<file path="src/rtl/acu_pkg.sv">
// Summary of operation
// - a one in current_adc_enable turns the current ADC on; resets to 0.
// - current_adc_enable clears on sleep entry, sets on detect entry.
// - with crystal_restart_enable set, a stopped crystal is stimulated.
// - a one in crystal_power_down stops the oscillator; resets to 0.
// - in full metering crystal_power_down follows crystal stop/resume.
// - adc_clock_select picks 819.2/409.6/204.8/102.4 kHz; resets to 00.
`default_nettype none
package acu_pkg;
	localparam logic [15:0] ACU_ANALOG_CONTROL_ZERO_ADDR = 16'h0185;
	localparam int ACU_ADC_ENABLE_BIT = 24;
	localparam int ACU_RESTART_BIT = 21;
	localparam int ACU_POWER_DOWN_BIT = 20;
	localparam int ACU_BYPASS_BIT = 19;
	localparam int ACU_LOW_POWER_BIT = 18;
	localparam int ACU_CLK_SEL_LSB = 16;
	localparam logic [1:0] ACU_CLK_SEL_RESET = 2'h0;
	// adc clock division from a 3.2768 MHz metering base: 4, 8, 16, 32
	localparam logic [4:0] ACU_DIV_819K = 5'h03;
	localparam logic [4:0] ACU_DIV_409K = 5'h07;
	localparam logic [4:0] ACU_DIV_204K = 5'h0F;
	localparam logic [4:0] ACU_DIV_102K = 5'h1F;

	typedef enum logic [1:0] {
		ACU_MODE_METER,
		ACU_MODE_SLEEP,
		ACU_MODE_DETECT
	} acu_mode_t;

	typedef struct packed {
		logic current_adc_enable;
		logic crystal_restart_enable;
		logic crystal_power_down;
		logic crystal_divider_bypass;
		logic crystal_low_power;
		logic [1:0] adc_clock_select;
	} acu_fields_t;

	typedef struct packed {
		logic wr_en;
		logic [15:0] addr;
		logic [31:0] wdata;
	} acu_wr_t;
endpackage
`default_nettype wire

</file>
<file path="src/rtl/acu_analog_control.sv">
`timescale 1ns/100ps
`default_nettype none
module acu_analog_control (
	input wire logic clk,
	input wire logic rst,
	input wire acu_pkg::acu_wr_t wr,
	input wire acu_pkg::acu_mode_t mode,
	input wire logic full_function,
	input wire logic crystal_running,
	input wire logic adc_base_tick,
	output logic [9:0] upper_bits,
	output logic current_adc_on,
	output logic crystal_osc_on,
	output logic crystal_kick,
	output logic crystal_divider_bypass,
	output logic crystal_low_power,
	output logic adc_sample_tick
);
	import acu_pkg::*;

	typedef struct packed {
		acu_fields_t f;
		acu_mode_t mode_prev;
		logic run_s1;
		logic run_s2;
		logic kick;
		logic [4:0] div_cnt;
		logic tick;
	} acu_state_t;

	acu_state_t s_r;
	acu_state_t s_nxt;

	function automatic logic [4:0] acu_div(input logic [1:0] sel);
		case (sel)
			2'h0: acu_div = ACU_DIV_819K;
			2'h1: acu_div = ACU_DIV_409K;
			2'h2: acu_div = ACU_DIV_204K;
			default: acu_div = ACU_DIV_102K;
		endcase
	endfunction

	// ****************************************
	// next state
	// ****************************************
	always_comb begin
		s_nxt = s_r;
		s_nxt.run_s1 = crystal_running;
		s_nxt.run_s2 = s_r.run_s1;
		s_nxt.mode_prev = mode;
		if (wr.wr_en && wr.addr == ACU_ANALOG_CONTROL_ZERO_ADDR) begin
			s_nxt.f.current_adc_enable = wr.wdata[ACU_ADC_ENABLE_BIT];
			s_nxt.f.crystal_restart_enable = wr.wdata[ACU_RESTART_BIT];
			s_nxt.f.crystal_power_down = wr.wdata[ACU_POWER_DOWN_BIT];
			s_nxt.f.crystal_divider_bypass = wr.wdata[ACU_BYPASS_BIT];
			s_nxt.f.crystal_low_power = wr.wdata[ACU_LOW_POWER_BIT];
			s_nxt.f.adc_clock_select =
				wr.wdata[ACU_CLK_SEL_LSB +: 2];
		end
		// follows crystal state
		// hardware wins over a same-cycle write so a stop is never missed
		if (mode == ACU_MODE_METER && full_function) begin
			if (!s_r.run_s2 && !s_r.f.crystal_power_down) begin
				s_nxt.f.crystal_power_down = 1'b1;
			end else if (s_r.run_s2 && s_r.f.crystal_power_down) begin
				s_nxt.f.crystal_power_down = 1'b0;
			end
		end
		if (mode != s_r.mode_prev) begin
			if (mode == ACU_MODE_SLEEP) begin
				s_nxt.f.current_adc_enable = 1'b0;
			end else if (mode == ACU_MODE_DETECT) begin
				s_nxt.f.current_adc_enable = 1'b1;
			end
		end
		s_nxt.kick = s_r.f.crystal_restart_enable && !s_r.run_s2;
		s_nxt.tick = 1'b0;
		if (adc_base_tick) begin
			if (s_r.div_cnt >= acu_div(s_r.f.adc_clock_select)) begin
				s_nxt.div_cnt = 5'h00;
				s_nxt.tick = 1'b1;
			end else begin
				s_nxt.div_cnt = s_r.div_cnt + 5'h01;
			end
		end
	end

	// ****************************************
	// registers
	// ****************************************
	always_ff @(posedge clk) begin
		if (rst) begin
			s_r <= '0;
			s_r.f.adc_clock_select <= ACU_CLK_SEL_RESET;
			s_r.mode_prev <= ACU_MODE_METER;
			// assume running so reset does not look like a crystal stop
			s_r.run_s1 <= 1'b1;
			s_r.run_s2 <= 1'b1;
		end else begin
			s_r <= s_nxt;
		end
	end

	// reserved bits 23:22 and 15 always read zero
	assign upper_bits = {s_r.f.current_adc_enable, 2'h0,
		s_r.f.crystal_restart_enable, s_r.f.crystal_power_down,
		s_r.f.crystal_divider_bypass, s_r.f.crystal_low_power,
		s_r.f.adc_clock_select, 1'b0};
	assign current_adc_on = s_r.f.current_adc_enable;
	assign crystal_osc_on = !s_r.f.crystal_power_down;
	assign crystal_kick = s_r.kick;
	assign crystal_divider_bypass = s_r.f.crystal_divider_bypass;
	assign crystal_low_power = s_r.f.crystal_low_power;
	assign adc_sample_tick = s_r.tick;
endmodule
`default_nettype wire

</file>
<file path="config.mk">
export PLATFORM = sky130hd
export DESIGN_NAME = acu_analog_control
export DESIGN_NICKNAME = d
export VERILOG_FILES = /design/src/rtl/acu_pkg.sv /design/src/rtl/acu_analog_control.sv
export SDC_FILE = /design/constraint.sdc
export NUM_CORES = 1
export LEC_CHECK = 0
export ABC_AREA = 1
export BUFFER_PORTS_ARGS = -buffer_cell sky130_fd_sc_hd__buf_4
export CAP_MARGIN = 20
export CORE_AREA = 2 2 57 59
export DETAILED_ROUTE_END_ITERATION = 8
export DIE_AREA = 0 0 59 61
export PLACE_DENSITY = 0.74
export SYNTH_ARGS = -nofsm -noshare
export SYNTH_HDL_FRONTEND = slang
export SYNTH_SLANG_ARGS = --single-unit
</file>
<file path="constraint.sdc">
create_clock -name clk -period 1.3 [get_ports clk]
set_input_delay 0.065 -clock clk [delete_from_list [all_inputs] [get_ports clk]]
set_output_delay 0.065 -clock clk [all_outputs]
set_load 0.01 [all_outputs]
</file>
Yosys cells after proc, flatten, opt, wreduce, memory -nomap -nowiden
Index checks and enable logic that the tools add are counted.
Operators by class
  reductions and logical operators: 10
  equal/unequal tests: 6
  muxes and demuxes: 11
  bitwise gates (word level): 1
  $lt $le $gt $ge: 1
  $add $sub $neg: 1
Operator list (count)
  equality test 16 x 9 -> 1 bit (second input constant): 1
  one-hot mux 5 bit (3 select lines): 1
  two-way mux 5 bit: 2
  two-way mux 1 bit: 7
  two-way mux 7 bit: 1
  adder 5 x 1 -> 5 bit (second input constant): 1
  greater-or-equal comparator 5 bit: 1
  logical AND 1 bit: 5
  equality test 2 x 1 -> 1 bit (second input constant): 2
  equality test 2 bit (second input constant): 2
  logical NOT 2 bit: 2
  logical NOT 1 bit: 2
  != test 2 bit: 1
  OR reduction 2 bit: 1
  NOT 1 bit: 1
Storage, ports and cells
  output and inout port bits: 16
  bits in registers: 18
  bits of input ports: 56
  logic and storage cells: 42

Depth between registers and ports, before layout
  word-level depth: 6
  mapped depth: 9
  gate-level depth less buffers: 9

Worst setup path after synthesis
No wires, ideal clock.
  path kind: reg-to-reg
  start: reg s_r (netlist bit upper_bits[1])
  end: reg s_r[5] (netlist bit)
  arrival: 1130 ps
  stages on the path, launching flop included: 9
  clock period less this slack: 1246 ps
  required time: 1184 ps
  slack: 54 ps
  setup time: 116 ps
  buffers on the path: 0
  cell sequence: dfxtp_1 -> nand2_1 -> ha_1 -> nand2_1 -> o21bai_2 -> nand2_1 -> nand2_1 -> nand2_1 -> nor2_1
On the way
  longest elaborated chain between the ends: 5
  elaborated cells between the ends (all ways): 7
  those cells by class: order compare (1); eq/ne (2); mux (3); reduce/logical (1)
Ends and longest elaborated chain
  from (decl): line acu_analog_control.sv:31  | acu_state_t s_r;
  from (signal assigned): line acu_analog_control.sv:100  | s_r <= s_nxt;
  equality test 2 bit (tied with other cells): line acu_analog_control.sv:35  | case (sel)
  one-hot mux 5 bit (3 select lines) (*): line acu_analog_control.sv:35
  two-way mux 5 bit (*): line acu_analog_control.sv:78  | if (adc_base_tick) begin
  greater-or-equal comparator 5 bit (*): line acu_analog_control.sv:79  | if (s_r.div_cnt >= acu_div(s_r.f.adc_clock_select)) begin
  two-way mux 5 bit (*): line acu_analog_control.sv:79
Every way passes the cells marked *; elsewhere a longest branch is shown, timed or not. The select of a mux whose other input is x is not followed.
A chain may end at the register's enable or synchronous reset.

Worst setup path after layout
  start: reg s_r (netlist bit upper_bits[2])
  end: reg s_r[4] (netlist bit)
The elaborated chain is that of the path after synthesis.

==> flow_summary_export.csv <==
group,metric,value,unit
run_status,outcome,"complete, but fails checks",
run_status,violations_in_the_final_reports,"setup timing",
yosys,ys_ff_latch,18,
power,power.share.sequential,51.4,%
floorplanning,number_of_placement_rows,20,
power,share_clk_of_total_power,29.2,%
clock_tree,cts_buffers,3,
final_layout,antenna_cells_inserted,0,
clock_tree,insertion_delay,280,ps
setup_path,slowest_stage,"dfxtp_2",
floorplanning,design.core.area,2950,µm²
clock_tree,cts-htree-levels,1,
placed_design,hpwlAfterDp,1660,µm
power,switching_share_of_power,23.7,%
setup_path,setup.worst_path.start_class,"flip-flop",
min_path,min_from,"mode[0]",
floorplanning,fp.dieArea,3600,µm²
setup_path,critPathMostFrequentCell,"nor2_2",
power,vdd_ir_drop_max,0.000443,V
clock_tree,cts.clk_slew.worst_paths,100,ps
sta,final.min_clock_period,1310,ps
sta,timing.final.max_slew_violations,0,
sta,rsz_0062_raised_after_global_routing,"yes",
power,power_frac_comb,19.4,%
setup_path,cp.required,1480,ps
power,overall_power_of_the_completed_layout,1.12,mW
yosys,synth_seq_area_share,33.6,%
global_routing,initial_antenna_violation_count,0,
final_layout,final_cell_count_no_fill,214,
drt,finalWirelength,1960,µm
global_routing,globalRoute.totalOverflow,0,
placed_design,port-buffer-count,43,
floorplanning,die_w,59,µm
clock_tree,ctsRootBufferMaster,"clkbuf_4",
clock_tree,clock_sinks,18,
power,switching_power,265,µW
min_path,min_delay_path_depth,3,
final_layout,num-nets-final,242,
global_routing,number_of_global_route_vias_before_repair,835,
clock_tree,post_cts_buffers,0,
power,power.internal,855,µW
setup_path,worst-r2r-setup-slack,-8,ps
placed_design,numPlacedInstances,207,
sta,setup_viol_count_final,4,
sta,achievable-frequency,764,MHz
setup_path,cp-end-kind,"flip-flop",
global_routing,grt_pass1_wl,3280,µm
setup_path,critical_path.reg2reg.endpoint,"s_r[4]",
yosys,synth_cell_types,30,
drt,drt-wirelength-per-cell,9.17,µm
setup_path,count_of_cells_along_the_worst_register_to_register_path,9,
clock_tree,cts-root-to-sink-buffers,2,
final_layout,fillerInstances,278,
drt,detailedRoute.firstIterationViolations,12,
setup_path,r2r_start,"upper_bits[2]",
setup_path,critPathArrivalTime,1490,ps
drt,route.antenna.remaining_nets,0,
sta,fin_ws,-8.19,ps
final_layout,synthToLayoutAreaGrowth,41.1,%
min_path,min_to,"s_r[9]",
yosys,cells_after_synthesis,136,
global_routing,grt_util_all_layers,11.9,%
final_layout,layout_commonest_cell,"buf_4",
floorplanning,die_h,61,µm
yosys,synthesis.area_per_instance,7.88,µm²
job,max_cap_violations,0,
clock_tree,cts_tree,"built",
setup_path,setup.worst_path.class,"flip-flop to flip-flop",
power,reported_leakage_power,0.745,nW
yosys,synthesis.yosys.warnings,0,
sta,count_of_final_hold_check_violations,0,
setup_path,worst_path_largest_cell_delay,370,ps
setup_path,worstPathMaxFanout,4,
floorplanning,floorplan.io_pins,72,
drt,routed-via-count,939,
final_layout,final_cell_mix,"buf_4, inv_1, dfxtp_1",
drt,route.detailed.vias_per_inst,4.39,
drt,drc_violations,0,
placed_design,gp_congestion,0.795,
drt,drt_first_pass_iters,4,
yosys,syn_area,1070,µm²
min_path,min_path_type,"input port to flip-flop",
final_layout,layout_cells_sized_above_1,48.6,%
global_routing,grt_max_degree,11,
sta,post_route_clock_period_utilization,101,%
sta,finalClockSkew,4.58,ps
setup_path,crit_chain,"nor2_1 > ha_1 > inv_2 > nor2_2 > o21bai_4 > nand2_1 > nand2_2 > nand2_4 > nor2_2",
power,powerDensity,741,nW/µm²
floorplanning,starting_utilization_of_the_core_area,36.3,%
sequential cells by signal, indices dropped and copies added, names as in the netlist:
| name | count |
|---|---|
| s_r | 8 |
| s_nxt | 1 |
| crystal_kick | 1 |
| current_adc_on | 1 |
| adc_sample_tick | 1 |
| crystal_low_power | 1 |
| crystal_divider_bypass | 1 |
| upper_bits | 4 |
worst max-delay path by stage:
stage | start | to | slack, ps | cells after the start
final | upper_bits[2] | s_r[4] | -8 | 9
after floorplan | upper_bits[1] | s_r[5] | 50 | 8
after detailed placement | upper_bits[2] | s_r[5] | -60 | 9
after CTS | upper_bits[2] | s_r[2] | -8 | 8
after global routing | upper_bits[2] | s_r[4] | -90 | 9
after global placement | upper_bits[2] | s_r[4] | -40 | 8
cells by family (layout without fill, tap and decap cells):
group	Yosys count	after routing	share of synthesized area, %
fa+ha+maj	4	4	4.67
simple gates	55	55	31.5
buf+inv	35	78	16.5
compound gates	20	20	10.9
xor+xnor	3	3	2.45
other cells	1	3	0.350
flops	18	18	33.6
routing by layer:
metal	share of wire, %	GRT usage, %	vias up
li1	-	-	509
met1	44	13.8	402
met2	49	21.7	26
met3	6.3	4.05	2
met4	0.66	1.95	0
met5	0	0	-
worst max-delay path, delay by kind of cell, from the launching register on:
family | cells | cell delay [ps]
buffers and inverters | 1 | 30
adders and majority gates | 1 | 280
DFF | 1 | 370
and+or+nand+nor | 6 | 440
AOI/OAI and AO/OA | 1 | 70
layout make-up:
| type | count | area, µm² | share of cell area (%) |
|---|---|---|---|
| Timing Repair Buffer | 50 | 387 | 25.6 |
| Multi-Input combinational cell | 85 | 594 | 39.3 |
| Sequential cell | 18 | 363 | 24.0 |
| Clock buffer | 4 | 36.3 | 2.40 |
| Tap cell | 33 | 41.3 | 2.73 |
| Inverter | 24 | 90.1 | 5.96 |
through the flow:
step	setup slack [ps]	util [%]	hold WS, ps	setup TNS, ps	cell area [µm²]
final	-8.19	51.2	4.69	-24.2	1510
after global routing	-85.0	51.2	27.3	-349	1510
after CTS	-7.76	50.0	2.69	-15.5	1480
after detailed placement	-60.8	46.9	251	-252	1390
after global placement	-42.4	46.9	251	-139	1390
after floorplan	53.7	-	169	0	1080
cells in the mapped netlist, drive strengths merged:
library cell  count  area, µm²
a21oi            12       63.8
o21ai             6       33.8
o21bai            1       11.3
nand3             6       47.6
dfxtp            18        360
xor2              2       17.5
xnor2             1       8.76
nand4             5       31.3
o211ai            1       7.51
clkinv            2       7.51
nor3              3       20.0
or2               4       27.5
conb              1       3.75
ha                4       50.1
buf              11       86.3
inv              22       82.6
nor2             18        110
nand2            19        101
power groups by stage:
stage / registers, mW / clock network (mW) / logic, mW
2_1_floorplan: 0.588 / 0 / 0.104
3_3_place_gp: 0.588 / 0 / 0.193
3_5_place_dp: 0.588 / 0 / 0.197
4_1_cts: 0.575 / 0.338 / 0.206
5_1_grt: 0.577 / 0.357 / 0.239
6_report: 0.576 / 0.327 / 0.217
timing repair:
| item | 4_1_cts | 5_1_grt |
|---|---|---|
| hold endpoints to repair | 3 | 0 |
| setup endpoints to repair | 5 | 5 |
| pin swaps | 1 | 5 |
| resized for setup | 6 | 10 |
| hold buffers | 3 | 0 |
Power figures use the tool's default switching activity.
